<file path="config.mk">
export PLATFORM = sky130hd
export DESIGN_NAME = gcb_board_flat
export DESIGN_NICKNAME = d
export VERILOG_FILES = /design/src/gcb_pkg.sv /design/src/gcb_proc_if.sv /design/src/gcb_fifo.sv /design/src/gcb_board.sv /design/src/flat_wrapper.sv
export VERILOG_INCLUDE_DIRS = /design/src /design/src/src
export SDC_FILE = /design/constraint.sdc
export NUM_CORES = 1
export LEC_CHECK = 0
export ABC_CLOCK_PERIOD_IN_PS = 5200
export BUFFER_PORTS_ARGS = -buffer_cell sky130_fd_sc_hd__buf_2
export CORE_MARGIN = 1
export CORE_UTILIZATION = 40
export DETAILED_ROUTE_END_ITERATION = 10
export PLACE_DENSITY = 0.59
export SYNTH_ARGS = -nofsm -noshare
export SYNTH_HDL_FRONTEND = slang
export SYNTH_SLANG_ARGS = --single-unit
</file>
<file path="constraint.sdc">
create_clock -name I_CLK -period 5.2 [get_ports I_CLK]
set_input_delay 0.78 -clock I_CLK [delete_from_list [all_inputs] [get_ports I_CLK]]
set_output_delay 0.78 -clock I_CLK [all_outputs]
set_load 0.005 [all_outputs]
</file>
<file path="src/gcb_defines.svh">
// Constants of the control board logic: regions, offsets, bit positions, reset values, timing
`ifndef GCB_DEFINES_SVH
`define GCB_DEFINES_SVH

// Address regions decoded from the three top address bits
`define GCB_REGION_PROGRAM 3'h7
`define GCB_REGION_SPARE 3'h6
`define GCB_REGION_ADAPTER 3'h5
`define GCB_REGION_BUS_CTRL 3'h4

// Bus interface controller functions, selected by the low three address bits
`define GCB_CTL_STATUS 3'h0
`define GCB_CTL_DATA 3'h1
`define GCB_CTL_ACK 3'h2

// Status bits of the bus interface controller
`define GCB_ST_AVAIL 0
`define GCB_ST_FULL 1
`define GCB_ST_REMOTE 2
`define GCB_ST_SERVICE 3
`define GCB_ST_SEQ 4

// Parallel adapter functions
`define GCB_PA_DATA_LO 3'h0
`define GCB_PA_DATA_HI 3'h1
`define GCB_PA_DIR_LO 3'h2
`define GCB_PA_DIR_HI 3'h3

// Parallel adapter line assignment
`define GCB_PA_SYN_LSB 0
`define GCB_PA_LOCK 4
`define GCB_PA_LEVELED 5
`define GCB_PA_WINDOW 6
`define GCB_PA_SPARE 7
`define GCB_PA_FREQ_LSB 8
`define GCB_PA_LEVEL_LSB 12

// Reset values and unmapped read data
`define GCB_PA_DIR_RST 16'h0000
`define GCB_PA_OUT_RST 16'h0000
`define GCB_UNMAPPED_DATA 8'hff

// Register map of the processor end on APB
`define GCB_REG_ADDR 12'h000
`define GCB_REG_WDATA 12'h004
`define GCB_REG_CTRL 12'h008
`define GCB_REG_STATUS 12'h00c
`define GCB_REG_RDATA 12'h010
`define GCB_CTRL_START 0
`define GCB_CTRL_READ 1

// Enable strobe length in clock cycles
`define GCB_E_CYCLES 2

`endif

</file>
<file path="src/gcb_pkg.sv">
// Types shared by both ends of the control board logic
package gcb_pkg;
    typedef logic [15:0] gcb_addr_t;
    typedef logic [7:0] gcb_byte_t;

    // Three-wire acceptor handshake
    typedef enum logic [2:0] {
        HS_READY = 3'b001,
        HS_ACCEPT = 3'b010,
        HS_RELEASE = 3'b100
    } gcb_hs_e;

    // Processor bus cycle sequencer
    typedef enum logic [2:0] {
        M_IDLE = 3'b001,
        M_SETUP = 3'b010,
        M_ENABLE = 3'b100
    } gcb_cyc_e;
endpackage

</file>
<file path="src/gcb_proc_if.sv">
// Processor-side bus joining the processor end and the board logic
`timescale 1ns/1ps
interface gcb_proc_if;
    logic [15:0] addr;
    logic [7:0] wdata;
    logic [7:0] rdata;
    logic rw;
    logic e;
    logic valid_address_qualifier;
    logic irq_n;

    modport board (input addr, wdata, rw, e, valid_address_qualifier, output rdata, irq_n);
    modport processor (output addr, wdata, rw, e, valid_address_qualifier, input rdata, irq_n);
endinterface

</file>
<file path="src/gcb_fifo.sv">
// Synchronous FIFO with valid/ready on both sides
`timescale 1ns/1ps
module gcb_fifo #(
    parameter int WIDTH = 8,
    parameter int DEPTH = 16
) (
    input wire logic i_clk,
    input wire logic i_rst_n,
    input wire logic i_in_valid,
    output logic o_in_ready,
    input wire logic [WIDTH-1:0] i_in_data,
    output logic o_out_valid,
    input wire logic i_out_ready,
    output logic [WIDTH-1:0] o_out_data
);
    localparam int AW = $clog2(DEPTH);

    if (DEPTH < 2 || (1 << AW) != DEPTH || WIDTH < 1) begin : g_bad
        $error("gcb_fifo: DEPTH must be a power of two of at least 2");
    end

    logic [WIDTH-1:0] mem [DEPTH];
    logic [AW:0] wr_ptr_reg;
    logic [AW:0] rd_ptr_reg;
    logic push;
    logic pop;

    ////////////////////////////////////////////////////////////////////////////
    // Full when pointers differ only in the wrap bit
    assign o_in_ready = (wr_ptr_reg ^ rd_ptr_reg) != {1'b1, {AW{1'b0}}};
    assign o_out_valid = wr_ptr_reg != rd_ptr_reg;
    assign push = i_in_valid && o_in_ready;
    assign pop = o_out_valid && i_out_ready;
    assign o_out_data = mem[rd_ptr_reg[AW-1:0]];

    // Storage, no reset needed
    always_ff @(posedge i_clk) begin
        if (push) begin
            mem[wr_ptr_reg[AW-1:0]] <= i_in_data;
        end
    end

    // Pointers
    always_ff @(posedge i_clk or negedge i_rst_n) begin
        if (!i_rst_n) begin
            wr_ptr_reg <= '0;
            rd_ptr_reg <= '0;
        end else begin
            if (push) begin
                wr_ptr_reg <= wr_ptr_reg + 1'b1;
            end
            if (pop) begin
                rd_ptr_reg <= rd_ptr_reg + 1'b1;
            end
        end
    end
endmodule

</file>
<file path="src/gcb_board.sv">
// Board logic: address decoder, bus interface controller and parallel adapter
`timescale 1ns/1ps
`include "gcb_defines.svh"

// What this block does
// - Eight data bits, sixteen address bits, memory-mapped
// - Read/write high reads, low writes; enable-timed
// - Decode top three bits with valid-address qualifier
// - Program memory select takes the top region
// - Only three low address bits reach peripherals
// - Controller runs three-wire handshake by itself
// - First service byte drives interrupt low, ack releases
// - Later bytes of sequence raise no interrupt
// - Lamp lights while interrupt is asserted
// - Software sets adapter six inputs, ten outputs
// - Inputs: four synthesizer address, lock, leveled
// - Processor reads synthesizer address and reports status
// - Transfer-window output governs synthesizer address sequence
// - Window low only while sending in remote; software sets line 6, and the logic does not gate it with remote
// - Outputs include four frequency, four level lines
module gcb_board #(
    parameter int FIFO_DEPTH = 16
) (
    input wire logic I_CLK,
    input wire logic I_RST_N,
    gcb_proc_if.board bus,
    output logic O_PROGRAM_MEMORY_SELECT,
    output logic O_BUS_CONTROLLER_SELECT,
    output logic O_PARALLEL_ADAPTER_SELECT,
    output logic O_SPARE_ADAPTER_SELECT,
    output logic [12:0] O_PROG_ADDR,
    input wire gcb_pkg::gcb_byte_t I_PROG_DATA,
    input wire gcb_pkg::gcb_byte_t I_DIO,
    input wire logic I_DAV,
    input wire logic I_EOI,
    input wire logic I_REMOTE,
    output logic O_RFD,
    output logic O_DAC,
    output logic O_IRQ_LAMP,
    input wire logic [3:0] I_SYNTH_ADDR,
    input wire logic I_LOOP_LOCK,
    input wire logic I_LEVELED,
    output logic O_TRANSFER_WINDOW,
    output logic O_SPARE_OUT,
    output logic [3:0] O_FREQ_DATA,
    output logic [3:0] O_LEVEL_DATA
);
    import gcb_pkg::*;

    if (FIFO_DEPTH < 2) begin : g_bad
        $error("gcb_board: FIFO_DEPTH must be at least 2");
    end

    // One-hot strobe set for an address; all zero without the qualifier
    function automatic logic [3:0] region_sel(input logic qual, input logic [2:0] top);
        region_sel = 4'h0;
        if (qual) begin
            if (top == `GCB_REGION_PROGRAM) begin
                region_sel = 4'h1;
            end else if (top == `GCB_REGION_BUS_CTRL) begin
                region_sel = 4'h2;
            end else if (top == `GCB_REGION_ADAPTER) begin
                region_sel = 4'h4;
            end
        end
    endfunction

    logic [3:0] sel;
    logic [2:0] func;
    logic e_q_reg;
    logic access;
    logic rd_access;
    logic wr_access;
    gcb_byte_t rdata_reg;
    logic [12:0] prog_addr_reg;
    gcb_hs_e hs_reg;
    logic fifo_in_valid;
    logic fifo_in_ready;
    logic fifo_out_valid;
    logic fifo_pop;
    gcb_byte_t fifo_out_data;
    logic push;
    logic seq_reg;
    logic remote_q_reg;
    logic irq_reg;
    logic irq_set;
    logic irq_ack;
    logic [15:0] pa_out_reg;
    logic [15:0] pa_dir_reg;
    logic [15:0] pa_pins;
    logic [15:0] pa_read;

    ////////////////////////////////////////////////////////////////////////////
    // Address decode and strobes
    assign sel = region_sel(bus.valid_address_qualifier, bus.addr[15:13]);
    assign func = bus.addr[2:0];
    assign O_PROGRAM_MEMORY_SELECT = sel[0];
    assign O_BUS_CONTROLLER_SELECT = sel[1];
    assign O_PARALLEL_ADAPTER_SELECT = sel[2];
    // Spare adapter is not fitted, its strobe never fires
    assign O_SPARE_ADAPTER_SELECT = 1'b0;
    assign O_PROG_ADDR = prog_addr_reg;

    // Act once per transfer, on the first enable cycle
    assign access = bus.e && !e_q_reg && bus.valid_address_qualifier;
    assign rd_access = access && bus.rw;
    assign wr_access = access && !bus.rw;

    // Enable edge detect and program memory address
    always_ff @(posedge I_CLK or negedge I_RST_N) begin
        if (!I_RST_N) begin
            e_q_reg <= 1'b0;
            prog_addr_reg <= 13'h0000;
        end else begin
            e_q_reg <= bus.e;
            prog_addr_reg <= bus.addr[12:0];
        end
    end

    ////////////////////////////////////////////////////////////////////////////
    // Read data, held until the next read
    assign bus.rdata = rdata_reg;
    always_ff @(posedge I_CLK or negedge I_RST_N) begin
        if (!I_RST_N) begin
            rdata_reg <= 8'h00;
        end else if (rd_access) begin
            if (sel[0]) begin
                rdata_reg <= I_PROG_DATA;
            end else if (sel[1]) begin
                if (func == `GCB_CTL_STATUS) begin
                    rdata_reg <= {3'h0, seq_reg, irq_reg, I_REMOTE, !fifo_in_ready, fifo_out_valid};
                end else if (func == `GCB_CTL_DATA) begin
                    rdata_reg <= fifo_out_data;
                end else begin
                    rdata_reg <= 8'h00;
                end
            end else if (sel[2]) begin
                if (func == `GCB_PA_DATA_LO) begin
                    rdata_reg <= pa_read[7:0];
                end else if (func == `GCB_PA_DATA_HI) begin
                    rdata_reg <= pa_read[15:8];
                end else if (func == `GCB_PA_DIR_LO) begin
                    rdata_reg <= pa_dir_reg[7:0];
                end else if (func == `GCB_PA_DIR_HI) begin
                    rdata_reg <= pa_dir_reg[15:8];
                end else begin
                    rdata_reg <= 8'h00;
                end
            end else begin
                rdata_reg <= `GCB_UNMAPPED_DATA;
            end
        end
    end

    ////////////////////////////////////////////////////////////////////////////
    // Listener handshake; RFD waits on FIFO room, so a full FIFO stalls the talker
    assign O_RFD = hs_reg == HS_READY && fifo_in_ready;
    assign O_DAC = hs_reg == HS_ACCEPT;
    assign fifo_in_valid = hs_reg == HS_READY && I_DAV;
    assign push = fifo_in_valid && fifo_in_ready;

    always_ff @(posedge I_CLK or negedge I_RST_N) begin
        if (!I_RST_N) begin
            hs_reg <= HS_READY;
        end else begin
            case (hs_reg)
                HS_READY: begin
                    if (push) begin
                        hs_reg <= HS_ACCEPT;
                    end
                end
                HS_ACCEPT: begin
                    if (!I_DAV) begin
                        hs_reg <= HS_RELEASE;
                    end
                end
                HS_RELEASE: begin
                    hs_reg <= HS_READY;
                end
                default: begin
                    hs_reg <= HS_READY;
                end
            endcase
        end
    end

    // Received bytes wait here until the processor reads the data function
    assign fifo_pop = rd_access && sel[1] && func == `GCB_CTL_DATA;
    gcb_fifo #(
        .WIDTH(8),
        .DEPTH(FIFO_DEPTH)
    ) u_fifo (
        .i_clk(I_CLK),
        .i_rst_n(I_RST_N),
        .i_in_valid(fifo_in_valid),
        .o_in_ready(fifo_in_ready),
        .i_in_data(I_DIO),
        .o_out_valid(fifo_out_valid),
        .i_out_ready(fifo_pop),
        .o_out_data(fifo_out_data)
    );

    ////////////////////////////////////////////////////////////////////////////
    // Service request: only the byte that opens a sequence, or a remote/local change
    assign irq_set = (push && !seq_reg) || (I_REMOTE != remote_q_reg);
    assign irq_ack = wr_access && sel[1] && func == `GCB_CTL_ACK && bus.wdata[0];
    assign bus.irq_n = !irq_reg;
    assign O_IRQ_LAMP = irq_reg;

    // Sequence ends with the byte flagged as last
    always_ff @(posedge I_CLK or negedge I_RST_N) begin
        if (!I_RST_N) begin
            seq_reg <= 1'b0;
            remote_q_reg <= 1'b0;
        end else begin
            remote_q_reg <= I_REMOTE;
            if (push) begin
                seq_reg <= !I_EOI;
            end
        end
    end

    // A new request in the acknowledge cycle wins over the clear
    always_ff @(posedge I_CLK or negedge I_RST_N) begin
        if (!I_RST_N) begin
            irq_reg <= 1'b0;
        end else if (irq_set) begin
            irq_reg <= 1'b1;
        end else if (irq_ack) begin
            irq_reg <= 1'b0;
        end
    end

    ////////////////////////////////////////////////////////////////////////////
    // Parallel adapter: direction and output registers written byte-wise
    always_ff @(posedge I_CLK or negedge I_RST_N) begin
        if (!I_RST_N) begin
            pa_out_reg <= `GCB_PA_OUT_RST;
            pa_dir_reg <= `GCB_PA_DIR_RST;
        end else if (wr_access && sel[2]) begin
            if (func == `GCB_PA_DATA_LO) begin
                pa_out_reg[7:0] <= bus.wdata;
            end else if (func == `GCB_PA_DATA_HI) begin
                pa_out_reg[15:8] <= bus.wdata;
            end else if (func == `GCB_PA_DIR_LO) begin
                pa_dir_reg[7:0] <= bus.wdata;
            end else if (func == `GCB_PA_DIR_HI) begin
                pa_dir_reg[15:8] <= bus.wdata;
            end
        end
    end

    // Pin levels seen by the adapter; undriven output lines float high
    always_comb begin
        pa_pins = 16'hffff;
        pa_pins[`GCB_PA_SYN_LSB +: 4] = I_SYNTH_ADDR;
        pa_pins[`GCB_PA_LOCK] = I_LOOP_LOCK;
        pa_pins[`GCB_PA_LEVELED] = I_LEVELED;
    end

    // Each line reads its output latch if driven, else the pin
    for (genvar i = 0; i < 16; i++) begin : g_pa_read
        assign pa_read[i] = pa_dir_reg[i] ? pa_out_reg[i] : pa_pins[i];
    end

    // Only lines set as outputs drive the instrument; others idle high
    assign O_TRANSFER_WINDOW = pa_read[`GCB_PA_WINDOW];
    assign O_SPARE_OUT = pa_read[`GCB_PA_SPARE];
    assign O_FREQ_DATA = pa_read[`GCB_PA_FREQ_LSB +: 4];
    assign O_LEVEL_DATA = pa_read[`GCB_PA_LEVEL_LSB +: 4];
endmodule

</file>
<file path="src/flat_wrapper.sv">
// flat-port wrapper written by rule: the top's interface ports become plain ports
module gcb_board_flat import gcb_pkg::*;
#(
    parameter int FIFO_DEPTH = 16
)
  (I_CLK, I_RST_N, O_PROGRAM_MEMORY_SELECT, O_BUS_CONTROLLER_SELECT, O_PARALLEL_ADAPTER_SELECT, O_SPARE_ADAPTER_SELECT, O_PROG_ADDR, I_PROG_DATA, I_DIO, I_DAV, I_EOI, I_REMOTE, O_RFD, O_DAC, O_IRQ_LAMP, I_SYNTH_ADDR, I_LOOP_LOCK, I_LEVELED, O_TRANSFER_WINDOW, O_SPARE_OUT, O_FREQ_DATA, O_LEVEL_DATA, bus_addr, bus_wdata, bus_rw, bus_e, bus_valid_address_qualifier, bus_rdata, bus_irq_n);
  gcb_proc_if bus_i ();
  input wire logic I_CLK;
  input wire logic I_RST_N;
  output logic O_PROGRAM_MEMORY_SELECT;
  output logic O_BUS_CONTROLLER_SELECT;
  output logic O_PARALLEL_ADAPTER_SELECT;
  output logic O_SPARE_ADAPTER_SELECT;
  output logic [12:0] O_PROG_ADDR;
  input wire gcb_pkg::gcb_byte_t I_PROG_DATA;
  input wire gcb_pkg::gcb_byte_t I_DIO;
  input wire logic I_DAV;
  input wire logic I_EOI;
  input wire logic I_REMOTE;
  output logic O_RFD;
  output logic O_DAC;
  output logic O_IRQ_LAMP;
  input wire logic [3:0] I_SYNTH_ADDR;
  input wire logic I_LOOP_LOCK;
  input wire logic I_LEVELED;
  output logic O_TRANSFER_WINDOW;
  output logic O_SPARE_OUT;
  output logic [3:0] O_FREQ_DATA;
  output logic [3:0] O_LEVEL_DATA;
  input wire logic [$bits(bus_i.addr)-1:0] bus_addr;
  input wire logic [$bits(bus_i.wdata)-1:0] bus_wdata;
  input wire logic [$bits(bus_i.rw)-1:0] bus_rw;
  input wire logic [$bits(bus_i.e)-1:0] bus_e;
  input wire logic [$bits(bus_i.valid_address_qualifier)-1:0] bus_valid_address_qualifier;
  output wire logic [$bits(bus_i.rdata)-1:0] bus_rdata;
  output wire logic [$bits(bus_i.irq_n)-1:0] bus_irq_n;
  assign bus_i.addr = bus_addr;
  assign bus_i.wdata = bus_wdata;
  assign bus_i.rw = bus_rw;
  assign bus_i.e = bus_e;
  assign bus_i.valid_address_qualifier = bus_valid_address_qualifier;
  assign bus_rdata = bus_i.rdata;
  assign bus_irq_n = bus_i.irq_n;
  gcb_board #(.FIFO_DEPTH(FIFO_DEPTH)) u_core (.I_CLK(I_CLK), .I_RST_N(I_RST_N), .bus(bus_i), .O_PROGRAM_MEMORY_SELECT(O_PROGRAM_MEMORY_SELECT), .O_BUS_CONTROLLER_SELECT(O_BUS_CONTROLLER_SELECT), .O_PARALLEL_ADAPTER_SELECT(O_PARALLEL_ADAPTER_SELECT), .O_SPARE_ADAPTER_SELECT(O_SPARE_ADAPTER_SELECT), .O_PROG_ADDR(O_PROG_ADDR), .I_PROG_DATA(I_PROG_DATA), .I_DIO(I_DIO), .I_DAV(I_DAV), .I_EOI(I_EOI), .I_REMOTE(I_REMOTE), .O_RFD(O_RFD), .O_DAC(O_DAC), .O_IRQ_LAMP(O_IRQ_LAMP), .I_SYNTH_ADDR(I_SYNTH_ADDR), .I_LOOP_LOCK(I_LOOP_LOCK), .I_LEVELED(I_LEVELED), .O_TRANSFER_WINDOW(O_TRANSFER_WINDOW), .O_SPARE_OUT(O_SPARE_OUT), .O_FREQ_DATA(O_FREQ_DATA), .O_LEVEL_DATA(O_LEVEL_DATA));
endmodule
</file>
==> results of run 1 <==
[layout by cell type, fill, tap and decap left out, types with 14 or more instances in the layout]
cell       instances
dfrtp_1           68
a21oi_1           14
nand2_1           20
o21ai_0           24
mux2_2            36
nor2_1            20
clkbuf_16         17
mux4_1            14
mux4_2            16
buf_2             91
edfxtp_1         128
[stage by stage]
stage,hold slack (ns),total power [mW],cells
after floorplan,0.461,2.11,514
after global placement,0.479,2.30,854
after detailed placement,0.476,2.31,854
after CTS,0.438,3.58,886
after global routing,0.431,3.69,887
final,0.453,3.56,887
[path summary, 6_finish.rpt]
kind / to / cells past startpoint / slack (ns)
max in group asynchronous: u_core.u_fifo.rd_ptr_reg[0] / 2 / 4.02
worst min-delay path: u_core.O_PROG_ADDR[8] / 1 / 0.45
worst min register to register: u_core.bus.rdata[5] / 1 / 0.49
worst max register to register: u_core.u_fifo.mem[2][2] / 4 / 2.41
worst max-delay path: O_RFD / 5 / 2.21
min in group asynchronous: u_core.O_PROG_ADDR[7] / 2 / 0.55
[where the power goes]
part	internal, mW	switching (mW)
logic	0.148	0.241
clock network	0.672	0.608
registers	1.80	0.0887
total	2.62	0.938
[final cells by class]
class / instances / area [µm²] / share of cell area (%)
clock inverter: 15 / 140 / 1.46
timing repair buffer: 94 / 478 / 4.98
clock buffer: 17 / 425 / 4.44
multi-input combinational: 283 / 2570 / 26.8
inverter: 9 / 33.8 / 0.352
tap: 270 / 338 / 3.52
sequential: 198 / 5600 / 58.4
antenna: 1 / 2.50 / 0.0261
[metal layers]
layer  global-route usage, %  share of wire [%]  wire (µm)  vias to the layer above
met4                    7.45                2.4        454                        0
met5                       0                  0          0                        -
met2                    29.0                 47       9060                      188
met3                    3.72                5.3       1010                       26
li1                        -                  -          -                     2171
met1                    26.0                 45       8620                     2520
[logic make-up (layout without fill, tap and decap cells)]
logic type	after synthesis	in the layout	synth area share [%]
flip-flops	198	198	67.3
AND/OR/NAND/NOR	116	116	8.25
AO/OA/AOI/OAI	75	75	5.80
multiplexers	72	72	14.4
buffers and inverters	33	135	1.97
XOR/XNOR	14	14	1.48
adder cells (fa/ha/maj)	5	5	0.753
other	1	2	0.0451
==> flow_metrics.py, run 1 <==
metrics = {
    "synthesis": {
        "netlist.area_leader.share_pct": 46.3,
        "async_reset_ff_share_pct": 35.4,
        "ys_ff_latch": 198,
        "yosys.area.top_type": "edfxtp_1",
        "ys_seq_area_share_pct": 67.3,
        "synth_fp_nets": 573,
        "synth.distinct_cells": 59,
        "yosys-top-cells-area": "edfxtp_1 46%, dfrtp_1 21%, mux2_2 4.9%",
        "synthTopCellsByCount": "128 x edfxtp_1, 69 x dfrtp_1, 36 x mux2_2, 24 x o21ai_0",
        "syn_area_mm2": 0.00831,
        "yosys_warnings": 0,
        "synthCells": 514,
        "avgSynthCellArea_um2": 16.2,
        "synth_edf_count": 128,
        "synth.most_common_cell": "edfxtp_1",
        "synth_flop_cell": "edfxtp_1",
    },
    "setup_path": {
        "setup.worst_path.class": "reg -> out",
        "crit_start": "u_core.u_fifo.rd_ptr_reg[3]",
        "start_kind": "flip-flop",
        "crit_slowest_cell": "dfrtp_1",
        "cpPeakStageDelay_ns": 0.77,
        "critPathMaxFanout": 16,
        "critical_path_arrival_ns": 2.21,
        "crit_family": "flip-flops",
        "cp.required_ns": 4.42,
        "crit_buf_inv": 1,
        "r2r_start": "u_core.u_fifo.rd_ptr_reg[3]",
        "end_kind": "output pin",
        "path_cells": "xor2_1, nor4_4, and2_1, nor2_1, buf_2",
    },
    "final_layout": {
        "finish.utilization_pct": 47.2,
        "areaGrowthSynthToFinish_pct": 15.4,
        "fillCellCount": 1782,
        "drive_above_1_share_pct": 30.7,
        "final_area_mm2": 0.00959,
        "fin_nets": 662,
        "largest_reg_flops": 128,
    },
    "route": {
        "ant_nets": 0,
        "post_drt_via_cell_ratio": 5.53,
        "drcViolationCount": 0,
        "wirelength_mm": 19.1,
        "vias": 4905,
        "drt_iter0_markers": 398,
        "wl_per_cell_um": 21.6,
        "drtPass1Iterations": 5,
    },
    "timing": {
        "hold_violations": 0,
        "relSlewSlack_pct": 35.6,
        "period_share_pct": 57.4,
        "setup_tns_ns": 0,
        "fin_crit_ns": 2.99,
        "finClkSkew_ns": 0.00915,
        "maxSlewViolCount": 0,
        "setup_viol": 0,
        "worst_pin_slew_ns": 0.964,
        "setup_slack_ns": 2.21,
        "grt_setup_unrepaired": "false",
        "fmax_ghz": 0.335,
    },
    "cts": {
        "clk_pin_slew_ns": 0.07,
        "htree_levels": 4,
        "cts_repair_resize_count": 0,
        "cts_buffers": 17,
        "clk_latency_ns": 0.43,
        "cts_buffer_depth": 2,
        "cts_tree": "yes",
        "hold_buffers": 0,
        "clock-sinks": 198,
        "root_buffer": "clkbuf_16",
        "post-cts-setup-buffers": 0,
    },
    "min_path": {
        "min_from": "bus_addr[8]",
        "hp-class": "in -> reg",
    },
    "global_routing": {
        "grt_remaining_overflow": 0,
        "grt_max_degree": 71,
        "grt_pass1_vias": 4889,
        "antenna_found_initial": 1,
        "grt_pass1_wl_mm": 29.6,
        "grt_usage_pct": 18.7,
    },
    "place": {
        "routabilityCongestion": 0.863,
        "port-buffer-count": 91,
        "placed_area_mm2": 0.00902,
        "dpl.hpwl_mm": 13.3,
        "place_ws_ns": 2.34,
    },
    "pwr": {
        "p_leak_nw": 3.65,
        "vdd_drop_max_mv": 0.249,
        "powerDensity_mw_per_mm2": 371,
    },
    "die": {
        "die_h_um": 146,
        "die_area_mm2": 0.0214,
        "start_util_pct": 40.9,
        "die_w_um": 146,
        "coreArea_mm2": 0.0203,
        "ios": 93,
        "rows": 52,
    },
    "run": {
        "maxCapViolations": 0,
    },
    "outcome": {
        "status": "finished, final reports clean",
    },
}
Note: power is estimated with default switching activity, not from simulation.
==> run 2: changes to the inputs <==
ABC_AREA = 1   (was default)
ABC_CLOCK_PERIOD_IN_PS = 2700   (was 5200)
PLACE_DENSITY = 0.61   (was 0.59)
clock period = 2.7 ns   (was 5.2 ns; I/O delays follow)
==> run 2 against run 1 <==
Effect of this change:
- sequential cell count is the same
- clock power grew 95%
- final cell count grew 55%
- largest cell class unchanged
- worst hold slack lost 0.38 ns
==> flow_metrics.py, run 2 <==
metrics = {
    "timing": {
        "period_share_pct": 88.5,
        "setup_viol": 0,
        "worst_pin_slew_ns": 0.715,
        "grt_setup_unrepaired": "false",
        "setup_tns_ns": 0,
        "maxSlewViolCount": 0,
        "fmax_ghz": 0.418,
        "fin_crit_ns": 2.39,
        "finClkSkew_ns": 0.0119,
        "relSlewSlack_pct": 52.1,
        "hold_violations": 0,
    },
    "place": {
        "dpl.hpwl_mm": 14.3,
        "routabilityCongestion": 0.897,
        "port-buffer-count": 91,
    },
    "final_layout": {
        "multi_input_area_mm2": 0.00262,
        "final_cell_mix": "369 x nand2_1, 137 x inv_1, 128 x edfxtp_1",
        "regArea_mm2": 0.00560,
        "fin_nets": 1139,
        "finish.utilization_pct": 47.2,
        "largest_reg_flops": 128,
        "diodes": 0,
        "drive_above_1_share_pct": 14.1,
        "fillCellCount": 2091,
        "mostFrequentLayoutCell": "nand2_1",
        "areaGrowthSynthToFinish_pct": 15.7,
    },
    "global_routing": {
        "busiest_layer": "met2",
        "grt_usage_pct": 19.6,
        "grt_pass1_vias": 6083,
        "grt_pass1_wl_mm": 33.0,
        "grtUsageMet3_pct": 4.13,
        "grt_remaining_overflow": 0,
        "met1_usage_pct": 27.5,
        "antenna_found_initial": 0,
        "grt_max_degree": 67,
        "grt_use_met2_pct": 30.3,
    },
    "setup_path": {
        "setup.worst_path.class": "reg -> reg",
        "start_kind": "flip-flop",
        "critical_path_arrival_ns": 2.46,
        "end_kind": "flip-flop",
        "cp.required_ns": 2.77,
        "critPathMaxFanout": 10,
    },
    "cts": {
        "clock-sinks": 198,
        "htree_levels": 4,
        "clk_pin_slew_ns": 0.07,
        "clk_latency_ns": 0.44,
        "cts_repair_resize_count": 0,
        "root_buffer": "clkbuf_16",
        "cts_buffers": 17,
        "cts_buffer_depth": 2,
        "cts_tree": "yes",
    },
    "die": {
        "die_h_um": 151,
        "rows": 54,
        "ios": 93,
        "start_util_pct": 40.8,
        "die_area_mm2": 0.0229,
        "coreArea_mm2": 0.0218,
        "die_w_um": 151,
    },
    "synthesis": {
        "yosys.area.top_type": "edfxtp_1",
        "ys_ff_latch": 198,
        "ys_seq_area_share_pct": 62.8,
        "avgSynthCellArea_um2": 9.10,
        "synth_flop_cell": "edfxtp_1",
        "synthCells": 979,
        "synthTopCellsByCount": "369 x nand2_1, 137 x inv_1, 128 x edfxtp_1, 77 x nand3_1, 75 x nor2_1",
        "synth.distinct_cells": 32,
        "netlist.area_leader.share_pct": 43.2,
        "synth_fp_nets": 1038,
        "yosys_warnings": 0,
        "synth.most_common_cell": "nand2_1",
        "yosys-top-cells-area": "edfxtp_1 43%, dfrtp_1 19%, nand2_1 16%",
        "syn_area_mm2": 0.00891,
        "async_reset_ff_share_pct": 35.4,
        "synth_edf_count": 128,
    },
    "route": {
        "post_drt_via_cell_ratio": 4.77,
        "ant_nets": 0,
        "drtPass1Iterations": 5,
        "wl_per_cell_um": 15.5,
        "wirelength_mm": 21.3,
        "drcViolationCount": 0,
        "drt_iter0_markers": 529,
        "vias": 6552,
    },
    "run": {
        "maxCapViolations": 0,
    },
    "outcome": {
        "status": "finished, final reports clean",
    },
    "pwr": {
        "powerDensity_mw_per_mm2": 671,
        "vdd_drop_max_mv": 0.505,
        "p_leak_nw": 4.78,
        "p_total_mw": 6.92,
    },
    "min_path": {
        "hp-class": "in -> reg",
    },
}
[run 2: cell count changes after synthesis, sizes merged, moves of 28 or more]
cell and delta:
nand2 +350, inv +131, nand3 +67, nor2 +57
mux2 -36, mux4 -30, o21ai +28
[run 2: critical path: stages (launching register included)]
cell and delay [ns]:
dfrtp_1 0.45, inv_2 0.18, nand2_1 0.07, nand2_1 0.06, nor2_1 0.07, nand3_1 0.12, nand2_2 0.17, nor2_1 0.21
inv_1 0.13, nor2_1 0.57
[run 2: cells by family after synthesis]
logic type               Yosys count  synth area share (%)
adder cells (fa/ha/maj)            5                 0.702
buffers and inverters            171                  7.73
XOR/XNOR                          10                 0.983
flip-flops                       198                  62.8
other                              1                0.0421
AND/OR/NAND/NOR                  537                  24.5
AO/OA/AOI/OAI                     57                  3.23
[run 2: power breakdown]
group,internal (mW),switching [mW]
clock network,1.35,1.14
registers,3.47,0.109
logic,0.260,0.577
[run 2: layout make-up]
cell class / count / share of cell area (%)
tap: 280 / 3.40
multi-input combinational: 610 / 25.4
sequential: 198 / 54.3
inverter: 142 / 5.17
clock buffer: 21 / 4.88
timing repair buffer: 111 / 6.02
clock inverter: 11 / 0.789
[run 2: worst paths after layout]
kind                                              from                  endpoint  slack, ns  cells past startpoint
min in group asynchronous                      I_RST_N       u_core.bus.rdata[5]       0.50                      2
max reg2reg                u_core.u_fifo.rd_ptr_reg[2]  u_core.u_fifo.mem[11][5]       0.31                      9
min reg2reg                        u_core.bus.rdata[5]       u_core.bus.rdata[5]       0.48                      2
max                        u_core.u_fifo.rd_ptr_reg[2]  u_core.u_fifo.mem[11][5]       0.31                      9
max in group asynchronous                      I_RST_N          u_core.hs_reg[0]       1.55                      3
min                                        bus_addr[8]     u_core.O_PROG_ADDR[8]       0.08                      1
[run 2: layer usage]
layer / share of wire [%] / vias up
met4: 1.5 / 0
met1: 46 / 3080
met3: 5.0 / 24
li1: - / 3282
met5: 0 / -
met2: 47 / 166
[run 2: timing repair]
action                                 CTS  global route
buffers inserted                         0             0
endpoints found under the hold margin   19             0
hold buffers                             1             0
[run 2: metrics by stage]
step	setup WS, ns	area [µm²]	hold slack, ns	instances
detailed placement	0.293	9710	0.409	1340
global placement	0.354	9710	0.415	1340
floorplan	0.624	8910	0.109	979
global route	0.0569	10300	0.0521	1373
finish	0.309	10300	0.0754	1373
CTS	0.288	10300	0.0594	1373
==> run 3: changes to the inputs <==
ABC_AREA = default   (was 1)
==> run 3 against run 2 <==
Effect of this change:
- largest power group unchanged
- non-clock buffer count decreased by 4
- clock power decreased by 3%
- critical endpoint is now O_RFD
- sequential share of layout area increased by 3.4 points
- first-iteration DRC count decreased by 22%
- routed wire length decreased by 11%
- count of clock-buffer cells in the layout decreased by 4
- design area decreased by 5.9%
- register-to-register slack improved by 0.06 ns
- die area decreased by 6.6%
- worst setup slack improved by 0.012 ns
- critical path depth decreased by 4
==> flow_metrics.py, run 3 (same netlist as run 1, synthesis figures left out) <==
metrics = {
    "outcome": {
        "status": "finished, final reports clean",
    },
    "setup_path": {
        "r2r_start": "u_core.u_fifo.wr_ptr_reg[2]",
        "critical_path_arrival_ns": 1.97,
        "cpPeakStageDelay_ns": 0.62,
        "setup.worst_path.class": "reg -> out",
        "critPathMaxFanout": 11,
        "crit_slowest_cell": "dfrtp_1",
        "cp.required_ns": 2.30,
        "end_kind": "output pin",
        "start_kind": "flip-flop",
        "path_cells": "xor2_1, nor4_4, and2_1, nor2_1, buf_2",
        "crit_start": "u_core.u_fifo.wr_ptr_reg[2]",
    },
    "run": {
        "maxCapViolations": 0,
    },
    "timing": {
        "maxSlewViolCount": 0,
        "relSlewSlack_pct": 39.6,
        "period_share_pct": 88.1,
        "fmax_ghz": 0.420,
        "setup_viol": 0,
        "fin_crit_ns": 2.38,
        "finClkSkew_ns": 0.00905,
        "setup_slack_ns": 0.321,
        "grt_setup_unrepaired": "false",
        "hold_violations": 0,
        "worst_pin_slew_ns": 0.906,
        "hold_ws_ns": 0.0751,
        "setup_tns_ns": 0,
    },
    "place": {
        "dpl.hpwl_mm": 13.2,
        "routabilityCongestion": 0.838,
        "port-buffer-count": 91,
        "placedCellCount": 867,
        "placed_area_mm2": 0.00913,
        "place_ws_ns": 0.386,
    },
    "final_layout": {
        "final_area_mm2": 0.00970,
        "fin_cells": 899,
        "mostFrequentLayoutCell": "edfxtp_1",
        "areaGrowthSynthToFinish_pct": 16.7,
        "largest_reg_flops": 128,
        "diodes": 0,
        "final_cell_mix": "128 x edfxtp_1, 91 x buf_2, 68 x dfrtp_1",
        "drive_above_1_share_pct": 32.4,
        "fin_nets": 675,
        "finish.utilization_pct": 47.8,
        "fillCellCount": 1771,
    },
    "pwr": {
        "pwr-share-clk_pct": 35.5,
        "combPwrFrac_pct": 12.0,
        "p_int_mw": 5.00,
        "swShare_pct": 26.9,
        "p_total_mw": 6.84,
        "vdd_drop_max_mv": 0.497,
        "powerDensity_mw_per_mm2": 705,
        "net-switching-power_mw": 1.84,
        "p_seq_share_pct": 52.5,
        "p_leak_nw": 3.71,
    },
    "die": {
        "rows": 52,
        "ios": 93,
        "coreArea_mm2": 0.0203,
        "die_area_mm2": 0.0214,
        "die_h_um": 146,
        "start_util_pct": 40.9,
        "die_w_um": 146,
    },
    "cts": {
        "root_buffer": "clkbuf_16",
        "clk_pin_slew_ns": 0.07,
        "htree_levels": 4,
        "post-cts-setup-buffers": 0,
        "cts_tree": "yes",
        "cts_repair_resize_count": 0,
        "cts_buffers": 17,
        "hold_buffers": 0,
        "clock-sinks": 198,
        "cts_buffer_depth": 2,
        "clk_latency_ns": 0.44,
    },
    "route": {
        "drtPass1Iterations": 4,
        "drcViolationCount": 0,
        "vias": 4885,
        "wirelength_mm": 18.8,
        "ant_nets": 0,
        "drt_iter0_markers": 411,
        "wl_per_cell_um": 21.0,
        "post_drt_via_cell_ratio": 5.43,
    },
    "min_path": {
        "min_from": "bus_addr[7]",
        "hp-class": "in -> reg",
    },
    "global_routing": {
        "grt_pass1_vias": 4963,
        "antenna_found_initial": 0,
        "grt_pass1_wl_mm": 29.2,
        "grt_usage_pct": 18.4,
        "grt_max_degree": 42,
        "grt_remaining_overflow": 0,
    },
}
-- run 3: cell types whose count changed in the layout (fill, tap and decap cells not counted), moves of 16 or more --
cell     before  now
mux4_2        0   16
nand2_1     369   20
o21ai_0      51   24
nand3_1      77   10
nor2_1       75   20
inv_1       137    9
mux2_2        0   36
-- run 3: worst paths after layout --
kind / end / slack [ns] / depth (start not counted)
worst max-delay path: O_RFD / 0.32 / 5
worst min-delay path: u_core.O_PROG_ADDR[7] / 0.08 / 1
worst max register to register: u_core.u_fifo.mem[10][0] / 0.37 / 5
worst min register to register: u_core.u_fifo.wr_ptr_reg[4] / 0.50 / 1
max in group asynchronous: u_core.pa_out_reg[3] / 1.84 / 2
min in group asynchronous: u_core.O_PROG_ADDR[7] / 0.10 / 1
-- run 3: routing by layer --
metal / wire (µm) / GRT usage (%) / vias to the layer above
met3: 885 / 3.59 / 31
met1: 8560 / 24.8 / 2498
li1: - / - / 2191
met4: 492 / 8.23 / 0
met2: 8910 / 29.0 / 165
met5: 0 / 0 / -
-- run 3: worst max-delay path: cells and delay by family (launching register included) --
kind | cells | cell delay, ns
xor gates and xnor gates | 1 | 0.18
DFF | 1 | 0.62
buffers and inverters | 1 | 0.13
and+or+nand+nor | 3 | 0.60
-- run 3: final cells by class --
type | instances | area (µm²) | share of cell area (%)
multi-input combinational | 283 | 2570 | 26.6
clock buffer | 17 | 425 | 4.39
clock inverter | 15 | 140 | 1.44
timing repair buffer | 107 | 588 | 6.06
tap | 270 | 338 | 3.48
sequential | 198 | 5600 | 57.7
inverter | 9 | 33.8 | 0.348
-- run 3: power groups by stage --
stage / clock network [mW] / registers, mW / logic, mW
2_1_floorplan: 0 / 3.60 / 0.468
3_3_place_gp: 0 / 3.65 / 0.810
6_report: 2.43 / 3.59 / 0.823
5_1_grt: 2.59 / 3.61 / 0.890
3_5_place_dp: 0 / 3.65 / 0.825
4_1_cts: 2.47 / 3.59 / 0.831
